`src/mpts_defs.svh`:
```
// What the document requires of this block and its host
// power-on needs toggle line held low at least 1 s, then released
// below 3.4 V supply the power-on low pulse is at least 5 s
// monitor rises during start-up; host waits 900 ms after it rises; the block waits only 200 ms before serial_ready
// host sends no serial data during first 200 ms of start-up
// power-off needs toggle line low at least 2 s, then released
// shutdown begins only after the toggle line is released
// monitor drops low once power-off is complete
// software or pin power-off always sends a network detach first
// unconditional restart needs restart line low at least 200 ms
// restart skips detach; host uses it only in emergencies
// host and board always provide the restart path
// toggle line is open-collector only, pulled up inside
// restart line is open-collector only, no push-pull
// host keeps digital pins non-high while module off or changing
// host waits for monitor high plus settle before serial traffic; serial_ready rises 200 ms after the monitor, MPTS_SETTLE_MS is unused
`ifndef MPTS_DEFS_SVH
`define MPTS_DEFS_SVH

// ----------------------------------------------------------------
// timing, in milliseconds as printed
// ----------------------------------------------------------------
`define MPTS_CLK_KHZ         200000
`define MPTS_ON_MS           1000
`define MPTS_OFF_MS          2000
`define MPTS_RESTART_MS      200
`define MPTS_SERIAL_HOLD_MS  200
`define MPTS_SETTLE_MS       900

// ----------------------------------------------------------------
// cycle counts derived from the rate
// ----------------------------------------------------------------
`define MPTS_CYC(ms)         ((ms) * `MPTS_CLK_KHZ)
`define MPTS_CNT_W           32

`endif

```
`src/mpts_pkg.sv`:
```
package mpts_pkg;

  // ----------------------------------------------------------------
  // sequencer states
  // ----------------------------------------------------------------
  typedef enum logic [2:0] {
    MPTS_OFF,
    MPTS_ON_PRESS,
    MPTS_STARTING,
    MPTS_RUNNING,
    MPTS_OFF_PRESS,
    MPTS_OFF_WAIT_RELEASE,
    MPTS_DETACHING
  } mpts_state_type;

endpackage : mpts_pkg

```
`src/mpts_sequencer.sv`:
```
`timescale 1ns/1ps
`include "mpts_defs.svh"

module mpts_sequencer #(
  parameter logic [31:0] ON_CYCLES      = 32'(`MPTS_CYC(`MPTS_ON_MS)),
  parameter logic [31:0] OFF_CYCLES     = 32'(`MPTS_CYC(`MPTS_OFF_MS)),
  parameter logic [31:0] RESTART_CYCLES = 32'(`MPTS_CYC(`MPTS_RESTART_MS)),
  parameter logic [31:0] SERIAL_CYCLES  = 32'(`MPTS_CYC(`MPTS_SERIAL_HOLD_MS))
) (
  input  wire logic clk,
  input  wire logic rst_b,
  input  wire logic power_toggle_b,
  input  wire logic restart_b,
  input  wire logic software_shutdown_command,
  input  wire logic detach_done,
  output logic      power_on_monitor,
  output logic      serial_ready,
  output logic      detach_request,
  output logic      core_enable
);

  // ----------------------------------------------------------------
  // state and next values
  // ----------------------------------------------------------------
  mpts_pkg::mpts_state_type state;
  mpts_pkg::mpts_state_type next_state;
  logic [31:0]              press_cnt;
  logic [31:0]              next_press_cnt;
  logic [31:0]              rst_cnt;
  logic [31:0]              next_rst_cnt;
  logic [31:0]              start_cnt;
  logic [31:0]              next_start_cnt;
  logic                     next_power_on_monitor;
  logic                     next_serial_ready;
  logic                     next_detach_request;
  logic                     next_core_enable;
  logic                     restart_hit;
  logic                     start_clear;

  // ----------------------------------------------------------------
  // counter helpers
  // ----------------------------------------------------------------
  // saturating increment, a held line never wraps the count
  function automatic logic [31:0] mpts_inc(input logic [31:0] v);
    mpts_inc = (v == 32'hFFFFFFFF) ? v : v + 32'h00000001;
  endfunction : mpts_inc

  // true on the edge that completes lim cycles; a saturated
  // count stays reached instead of wrapping back to zero
  function automatic logic mpts_reached(input logic [31:0] v, input logic [31:0] lim);
    mpts_reached = (v == 32'hFFFFFFFF) || (v + 32'h00000001 >= lim);
  endfunction : mpts_reached

  // ----------------------------------------------------------------
  // restart pulse measurement
  // ----------------------------------------------------------------
  // restart acts on release after a long enough low pulse
  always_comb begin
    next_rst_cnt = restart_b ? 32'h00000000 : mpts_inc(rst_cnt);
    // restart pulse length
    restart_hit  = restart_b && (rst_cnt >= RESTART_CYCLES);
  end

  // restart counter register
  always_ff @(posedge clk) begin
    if (!rst_b) begin
      rst_cnt <= 32'h00000000;
    end else begin
      rst_cnt <= next_rst_cnt;
    end
  end

  // ----------------------------------------------------------------
  // toggle press measurement
  // ----------------------------------------------------------------
  // low-time counter, cleared whenever the toggle line is released
  always_comb begin
    next_press_cnt = power_toggle_b ? 32'h00000000 : mpts_inc(press_cnt);
  end

  // press counter register
  always_ff @(posedge clk) begin
    if (!rst_b) begin
      press_cnt <= 32'h00000000;
    end else begin
      press_cnt <= next_press_cnt;
    end
  end

  // ----------------------------------------------------------------
  // power sequencer
  // ----------------------------------------------------------------
  // next state and outputs
  always_comb begin
    // hold everything but the detach_request and start_clear pulses unless a branch below moves it
    next_state            = state;
    start_clear           = 1'b0;
    next_power_on_monitor = power_on_monitor;
    next_serial_ready     = serial_ready;
    next_detach_request   = 1'b0;
    next_core_enable      = core_enable;
    unique case (state)
      // powered down, waiting for a long enough press
      mpts_pkg::MPTS_OFF: begin
        next_power_on_monitor = 1'b0;
        next_serial_ready     = 1'b0;
        next_core_enable      = 1'b0;
        // power-on press
        if (!power_toggle_b && mpts_reached(press_cnt, ON_CYCLES)) begin
          next_state = mpts_pkg::MPTS_ON_PRESS;
        end
      end
      // press long enough, start-up begins on release
      mpts_pkg::MPTS_ON_PRESS: begin
        if (power_toggle_b) begin
          // monitor rises
          next_state            = mpts_pkg::MPTS_STARTING;
          next_power_on_monitor = 1'b1;
          next_core_enable      = 1'b1;
          start_clear           = 1'b1;
        end
      end
      // serial hold-off after the monitor rises
      mpts_pkg::MPTS_STARTING: begin
        // serial hold-off
        if (mpts_reached(start_cnt, SERIAL_CYCLES)) begin
          next_serial_ready = 1'b1;
          next_state        = mpts_pkg::MPTS_RUNNING;
        end
      end
      // powered, watching for a shutdown request
      mpts_pkg::MPTS_RUNNING: begin
        // software shutdown detaches first
        if (software_shutdown_command) begin
          next_state = mpts_pkg::MPTS_DETACHING;
          next_detach_request = 1'b1;
        end else if (!power_toggle_b) begin
          next_state = mpts_pkg::MPTS_OFF_PRESS;
        end
      end
      // off press being measured
      mpts_pkg::MPTS_OFF_PRESS: begin
        if (power_toggle_b) begin
          next_state = mpts_pkg::MPTS_RUNNING; // short press ignored
        // power-off press
        end else if (mpts_reached(press_cnt, OFF_CYCLES)) begin
          next_state = mpts_pkg::MPTS_OFF_WAIT_RELEASE;
        end
      end
      // long press seen, shutdown waits for release
      mpts_pkg::MPTS_OFF_WAIT_RELEASE: begin
        // wait for release
        if (power_toggle_b) begin
          next_state          = mpts_pkg::MPTS_DETACHING;
          next_detach_request = 1'b1;
        end
      end
      // network detach in flight
      mpts_pkg::MPTS_DETACHING: begin
        // detach before stop
        next_serial_ready = 1'b0;
        if (detach_done) begin
          // monitor falls when off
          next_state            = mpts_pkg::MPTS_OFF;
          next_power_on_monitor = 1'b0;
          next_core_enable      = 1'b0;
        end
      end
    endcase
    // unconditional restart skips detach and restarts the core;
    // it acts on release of the line and is ignored while powered
    // down, so a stuck module comes back without any detach
    // restart on release, no detach
    if (restart_hit && state != mpts_pkg::MPTS_OFF && state != mpts_pkg::MPTS_ON_PRESS) begin
      next_state            = mpts_pkg::MPTS_STARTING;
      next_power_on_monitor = 1'b1;
      next_core_enable      = 1'b1;
      next_serial_ready     = 1'b0;
      next_detach_request   = 1'b0;
      start_clear           = 1'b1;
    end
  end

  // ----------------------------------------------------------------
  // start-up counter
  // ----------------------------------------------------------------
  // counts cycles in start-up, cleared on every start or restart
  always_comb begin
    if (start_clear) begin
      next_start_cnt = 32'h00000000;
    end else if (state == mpts_pkg::MPTS_STARTING) begin
      next_start_cnt = mpts_inc(start_cnt);
    end else begin
      next_start_cnt = start_cnt;
    end
  end

  // start-up counter register
  always_ff @(posedge clk) begin
    if (!rst_b) begin
      start_cnt <= 32'h00000000;
    end else begin
      start_cnt <= next_start_cnt;
    end
  end

  // ----------------------------------------------------------------
  // sequencer registers
  // ----------------------------------------------------------------
  // state and output registers
  always_ff @(posedge clk) begin
    if (!rst_b) begin
      state            <= mpts_pkg::MPTS_OFF;
      power_on_monitor <= 1'b0;
      serial_ready     <= 1'b0;
      detach_request   <= 1'b0;
      core_enable      <= 1'b0;
    end else begin
      state            <= next_state;
      power_on_monitor <= next_power_on_monitor;
      serial_ready     <= next_serial_ready;
      detach_request   <= next_detach_request;
      core_enable      <= next_core_enable;
    end
  end

endmodule : mpts_sequencer

```
`config.mk`:
```
export PLATFORM = sky130hd
export DESIGN_NAME = mpts_sequencer
export DESIGN_NICKNAME = d
export VERILOG_FILES = /design/src/mpts_pkg.sv /design/src/mpts_sequencer.sv
export VERILOG_INCLUDE_DIRS = /design/src
export SDC_FILE = /design/constraint.sdc
export NUM_CORES = 1
export LEC_CHECK = 0
export ABC_CLOCK_PERIOD_IN_PS = 3170
export BUFFER_PORTS_ARGS = -buffer_cell sky130_fd_sc_hd__buf_2
export CAP_MARGIN = 25
export CORE_MARGIN = 2
export CORE_UTILIZATION = 55
export DETAILED_ROUTE_END_ITERATION = 7
export PLACE_DENSITY = 0.67
export SLEW_MARGIN = 10
export SYNTH_ARGS = -nofsm -noshare
export SYNTH_HDL_FRONTEND = slang
export SYNTH_SLANG_ARGS = --single-unit
```
`constraint.sdc`:
```
create_clock -name clk -period 3.17 [get_ports clk]
set_clock_uncertainty 0.05 [all_clocks]
set_input_delay 0.634 -clock clk [delete_from_list [all_inputs] [get_ports clk]]
set_output_delay 0.634 -clock clk [all_outputs]
set_load 0.01 [all_outputs]
```
==> qor.txt, run 1 <==
status: complete, no violations
CTS Sinks: 102
Clock Tree Root: clkbuf_8
core area: 0.0108 sq mm
cell area power density: 340 mW/mm^2
setup TNS: 0 ns
largest net degree at the start of global routing: 33
Synth warnings: 0
Final period util: 94.1%
initial core utilization: 56.2%
Inst Count DP: 894
critical path cell sequence: ha_1, and3_1, nand2_1, nor3_2, or2_2, o211ai_1, a2111oi_1, nor3_2, or3_1, a31oi_1
vias in the first global route: 5,026
HP Class: flop to flop
initial DRC count: 395
Setup crit end kind: flop
register area: 0.00205 sq mm
CP required: 3.44 ns
Multi-input gate area: 0.00380 sq mm
Max stage delay on crit path: 0.47 ns
DIE HEIGHT: 109 microns
Die Area: 0.0119 sq mm
nature of the critical path startpoint: flop
Netlist cell types: 67
Syn Nets: 773
layout cells sized above 1: 12.4%
drt drc: 0
Async SR Flop Fraction: 0%
Diodes inserted: 0
unrepaired setup endpoints after global routing: true
Peak VDD IR: 0.323 mV
drt pass-1 iters: 7
nets@finish: 777
Seq/Total Area, Yosys: 33.7%
fmax: 335 MHz
Syn Area/Cell: 7.95 sq um
Clock Path Buffers: 2
# rows: 38
CP max FO: 6
crit path kind: flop to flop
H-tree depth: 3
Post-synth top flop: dfxtp_1
global route overflow: 0
Num CTS Buffers: 9
Final Max Tran Viols: 0
vias per inst: 5.94
fin cells: 912
die width: 109 microns
hold_buf cts: 0
Hold Vio Cnt, Final: 0
Max-Slew Margin vs Limit: 51.2%
detailed-route wire length per cell: 15.2 microns
Post-DP HPWL: 9720 microns
Area Overhead vs Synth: 9.00%
worst skew pair latency: 0.39 ns
most used cell, CP: nor3_2
CP top delay family: simple AND/OR/NAND/NOR gates
final setup fails: 0
Total Wirelength: 13,800 microns
WP data arrival: 3.26 ns
Final min period: 2.98 ns
CTS tree: done
PortBufs: 9
Via Count: 5,417
Worst-Margin Slew: 0.730 ns
antenna viol nets, final: 0
first-pass GRT wire length: 23,200 microns
number of synthesized flops with an enable pin: 0
synthesized area: 0.00606 sq mm
Synth Register Bits: 102
max cap viols: 0
clk slew on worst S/H paths: 0.10 ns
CP Buf/Inv Count: 0
gpl congestion: 0.896
initial antenna violation count: 0
Leak: 2.24 nW
Tot GR Track Use: 24.4%
IO Count: 10
Slowest-stage cell, CP: a2111oi_1
fill count: 981
Cells after Synth: 763
-- flip-flops by register name (all words and copies together) (netlist names) --
| name | cells |
|---|---|
| detach_request | 1 |
| core_enable | 1 |
| start_cnt | 32 |
| press_cnt | 32 |
| state | 3 |
| rst_cnt | 32 |
| serial_ready | 1 |
-- synthesized netlist by cell type, types with 6 or more instances --
master / count / area share, %
o21ai_1: 6 / 0.50
and3_1: 20 / 2.1
nand4_1: 38 / 3.9
buf_2: 17 / 1.4
or3_1: 10 / 1.0
and4_1: 14 / 2.0
a31oi_1: 6 / 0.62
a211oi_1: 8 / 0.99
inv_1: 21 / 1.3
mux2i_1: 6 / 0.99
clkbuf_1: 25 / 1.5
and2_1: 10 / 1.0
o21a_1: 7 / 0.87
nor2_1: 100 / 6.2
o31ai_1: 6 / 0.74
nor4_1: 15 / 1.5
o21ai_0: 12 / 0.99
nand3_1: 34 / 2.8
xnor2_1: 39 / 5.6
a21oi_1: 45 / 3.7
xor2_1: 53 / 7.7
nor3_1: 21 / 1.7
nand3_2: 6 / 0.99
nand2_1: 58 / 3.6
dfxtp_1: 102 / 34
-- path summary, 6_finish.rpt --
path	from	to	slack, ns	cells after the start
worst max register to register	press_cnt[1]	state[1]	0.19	10
worst min register to register	rst_cnt[19]	rst_cnt[19]	0.47	2
worst max-delay path	press_cnt[1]	state[1]	0.19	10
worst min-delay path	rst_cnt[19]	rst_cnt[19]	0.47	2
-- logic make-up (layout without fill, tap and decap cells) --
logic type / after synthesis / count (layout) / synth area share, %
AO/OA/AOI/OAI: 128 / 128 / 13.8
XOR/XNOR: 92 / 92 / 13.3
adder cells (fa/ha/maj): 4 / 4 / 0.825
buffers and inverters: 69 / 78 / 4.99
flip-flops: 102 / 102 / 33.7
multiplexers: 6 / 6 / 0.990
AND/OR/NAND/NOR: 362 / 362 / 32.4
-- metrics by stage --
stage	util [%]	instance area [sq um]	power [mW]	hold slack (ns)	worst slack [ns]
after floorplan	-	6060	1.36	0.422	0.280
after global placement	58.4	6300	1.38	0.441	0.0799
after detailed placement	58.4	6300	1.39	0.447	0.0768
after CTS	60.4	6520	2.28	0.447	0.0420
after global routing	61.2	6610	2.33	0.464	-0.0343
final	61.2	6610	2.25	0.466	0.186
-- where the power goes --
part           leakage (nW)  switching, mW  internal (mW)  total, mW
Sequential            0.825        0.00550           1.28       1.29
Clock                 0.109          0.460          0.431      0.891
Combinational          1.30         0.0446         0.0220     0.0667
Total                  2.24          0.510           1.74       2.25
-- cell usage in the layout, fill, tap and decap left out, types with 5 or more instances in the layout --
master and instances:
o21ai_1 7, o31ai_1 5, inv_1 21, o21a_1 7, a21oi_1 45, nand3_2 7
nand4_1 38, a211oi_1 8, and3_1 19, clkbuf_8 12, a31oi_1 6, nor4_1 11
o21ai_0 11, dfxtp_2 6, or3_1 10, nor3_1 19, mux2i_1 6, dfxtp_1 96
nand3_1 33, xnor2_1 37, buf_2 9, xor2_1 53, and4_1 14, and2_1 10
nor2_1 99, buf_4 32, nand2_1 58
-- repair_timing --
item	4_1_cts	5_1_grt
setup endpoints to repair	0	4
gates resized for setup	0	20
buffers inserted	0	2
-- worst reg2reg max path, cell delays in order (launching register included) --
cell	delay [ns]
dfxtp_1	0.41
ha_1	0.26
and3_1	0.30
nand2_1	0.23
nor3_2	0.27
or2_2	0.17
o211ai_1	0.10
a2111oi_1	0.47
nor3_2	0.13
or3_1	0.35
a31oi_1	0.16
-- area by class of cell --
type                    instances  area share [%]
repair buffers                 41            4.32
clock buffers                  12            2.50
multi-input cells             592            57.6
clock inverters                 4           0.776
flip-flops and latches        102            31.0
inverters                      21            1.19
well taps                     140            2.65
-- per-layer routing --
| metal | vias to the layer above | global-route usage (%) | part of all wire (%) | wire (microns) |
|---|---|---|---|---|
| met4 | 0 | 6.23 | 1.3 | 184 |
| met5 | - | 0 | 0 | 0 |
| met3 | 16 | 5.92 | 3.7 | 506 |
| li1 | 2746 | - | - | - |
| met2 | 95 | 40.9 | 48 | 6640 |
| met1 | 2560 | 31.4 | 47 | 6500 |
(Power assumes the default switching activity.)
==> inputs of run 2 (changes only) <==
--- a/config.mk
+++ b/config.mk
@@ -6,7 +6,7 @@
 export SDC_FILE = /design/constraint.sdc
 export NUM_CORES = 1
 export LEC_CHECK = 0
-export ABC_CLOCK_PERIOD_IN_PS = 3170
+export ABC_CLOCK_PERIOD_IN_PS = 2890
 export BUFFER_PORTS_ARGS = -buffer_cell sky130_fd_sc_hd__buf_2
 export CAP_MARGIN = 25
 export CORE_MARGIN = 2
==> constraint.sdc (replaced) <==
create_clock -name clk -period 2.89 [get_ports clk]
set_clock_uncertainty 0.05 [all_clocks]
set_input_delay 0.578 -clock clk [delete_from_list [all_inputs] [get_ports clk]]
set_output_delay 0.578 -clock clk [all_outputs]
set_load 0.01 [all_outputs]
==> qor.txt, run 2 (synthesized netlist as in run 1, its figures left out) <==
worst r2r dst: state[1]
Clock Path Buffers: 2 (unchanged)
Num CTS Buffers: 9 (unchanged)
Logic pwr share: 3.3% (+0.3 points)
Via Count: 5,656 (+4.4%)
CTS Sinks: 102 (unchanged)
most common cell after layout, fill and taps aside: nor2_1
clk slew on worst S/H paths: 0.10 ns (about the same)
final worst slack: 0.0386 ns (-0.147 ns)
fill count: 898 (-8.5%)
largest net degree at the start of global routing: 33 (unchanged)
drt pass-1 iters: 5 (-2)
WP data arrival: 3.12 ns (-0.14 ns)
Tot GR Track Use: 24.5% (+0.12 points)
unrepaired setup endpoints after global routing: true
Final period util: 98.7% (+4.5 points)
Post-DP HPWL: 10,300 microns (+5.7%)
Hold EP: core_enable
nature of the critical path startpoint: flop
# rows: 38 (unchanged)
vias per inst: 5.88 (-1.0%)
initial antenna violation count: 0 (unchanged)
die width: 109 microns (unchanged)
Leak: 2.53 nW (+13%)
Reg power frac: 58.1% (+0.7 points)
Int Power: 1.85 mW (+6.4%)
sw frac: 24.0% (+1.3 points)
first-pass GRT wire length: 23,500 microns (+0.95%)
register area: 0.00207 sq mm (+0.79%)
Area Overhead vs Synth: 18.0%
vias in the first global route: 5,070 (+0.88%)
Final min period: 2.85 ns (-0.133 ns)
antenna viol nets, final: 0 (unchanged)
met1 usage: 31.8% (+0.35 points)
setup TNS: 0 ns (unchanged)
DP Area: 0.00663 sq mm (+5.3%)
nets@finish: 827 (+6.4%)
DIE HEIGHT: 109 microns (unchanged)
final setup fails: 0 (unchanged)
drt drc: 0 (unchanged)
Final Core Density: 66.3% (+5.0 points)
M2 GR Usage: 40.0% (-0.93 points)
core area: 0.0108 sq mm (unchanged)
HP Class: input port to flop
Setup crit end kind: flop
status: complete, no violations
initial core utilization: 56.2% (unchanged)
Worst R2R Path Depth: 10 (unchanged)
Diodes inserted: 0 (unchanged)
power share of the clock group: 38.6% (-1.0 points)
Peak VDD IR: 0.381 mV (+18%)
met3 Usage GRT: 5.50% (-0.42 points)
max cap viols: 0 (unchanged)
Worst-Margin Slew: 0.804 ns (+0.0739 ns)
CTS tree: done
layout cells sized above 1: 21.3% (+8.9 points)
hold_buf cts: 0 (unchanged)
Final Cell Area: 0.00715 sq mm (+8.2%)
global route overflow: 0 (unchanged)
R2R Path Start: press_cnt[0]
Final Max Tran Viols: 0 (unchanged)
CP max FO: 5 (-1)
detailed-route wire length per cell: 15.2 microns (+0.15%)
cell area power density: 340 mW/mm^2 (about the same)
IO Count: 10 (unchanged)
Hold Vio Cnt, Final: 0 (unchanged)
Clock Tree Root: clkbuf_8
H-tree depth: 3 (unchanged)
hold depth: 3 (+1)
Regs by FF count: press_cnt (32), rst_cnt (32), start_cnt (32)
CP required: 3.16 ns (-0.28 ns)
Hold Startpoint: rst_b
Net Sw Power: 0.584 mW (+15%)
Die Area: 0.0119 sq mm (unchanged)
GRT busiest layer: met2
Max-Slew Margin vs Limit: 46.3% (-4.9 points)
initial DRC count: 376 (-4.8%)
Multi-input gate area: 0.00394 sq mm (+3.5%)
FF-to-FF setup slack: 0.04 ns (-0.15 ns)
gpl congestion: 1.02 (+14%)
worst skew pair latency: 0.39 ns (about the same)
crit path kind: flop to flop
PortBufs: 9 (unchanged)
worst slack, placed: -0.00182 ns (-0.0787 ns)
most frequent cells in the layout: nor2_1 (98), dfxtp_1 (87), buf_4 (78)
Total Wirelength: 14,600 microns (+5.6%)
fmax: 351 MHz (+4.6%)
[run 2: worst max-delay path by stage]
stage	endpoint	cells after the start	slack (ns)	start
CTS	state[1]	10	0.007	press_cnt[0]
finish	state[1]	10	0.04	press_cnt[0]
floorplan	state[0]	11	0.00007	press_cnt[0]
global placement	state[1]	12	0.06	press_cnt[0]
global route	state[1]	10	-0.08	press_cnt[0]
detailed placement	state[1]	9	-0.002	press_cnt[5]
[run 2: power by group through the flow]
stage	logic (mW)	clock network [mW]	registers (mW)
2_1_floorplan	0.0475	0	1.45
6_report	0.0805	0.938	1.41
3_5_place_dp	0.0786	0	1.45
4_1_cts	0.0795	0.973	1.42
5_1_grt	0.0887	1.03	1.42
3_3_place_gp	0.0763	0	1.45
[run 2: area by class of cell]
class / instances / area share [%]
Sequential cell: 102 / 28.9
Tap cell: 140 / 2.45
Inverter: 21 / 1.10
Multi-Input combinational cell: 592 / 55.1
Clock buffer: 9 / 1.73
Clock inverter: 7 / 1.10
Timing Repair Buffer: 91 / 9.69
[run 2: layer usage]
metal  wire (microns)  part of all wire (%)
met1             6770                    46
met2             6870                    47
met3              578                   4.0
met4              386                   2.6
met5                0                     0
[run 2: repair_timing]
action | 4_1_cts | 5_1_grt
setup buffers | 1 | 10
pin swaps | 2 | 23
endpoints found under the setup margin | 1 | 8
resized for setup | 1 | 57
[run 2: stage by stage]
step / power (mW) / std cells / hold slack, ns
floorplan: 1.49 / 763 / 0.422
global placement: 1.52 / 935 / 0.442
detailed placement: 1.53 / 935 / 0.449
CTS: 2.47 / 952 / 0.399
global route: 2.53 / 962 / 0.409
finish: 2.43 / 962 / 0.426
[run 2: critical path, cell delays in order, from the launching register on]
cell     delay (ns)
dfxtp_4        0.37
ha_4           0.15
nand3_4        0.09
nor4_4         0.40
nand4_1        0.26
xnor2_1        0.30
nand4_1        0.18
nor4_2         0.35
nor3_2         0.12
or3_1          0.35
a31oi_1        0.15
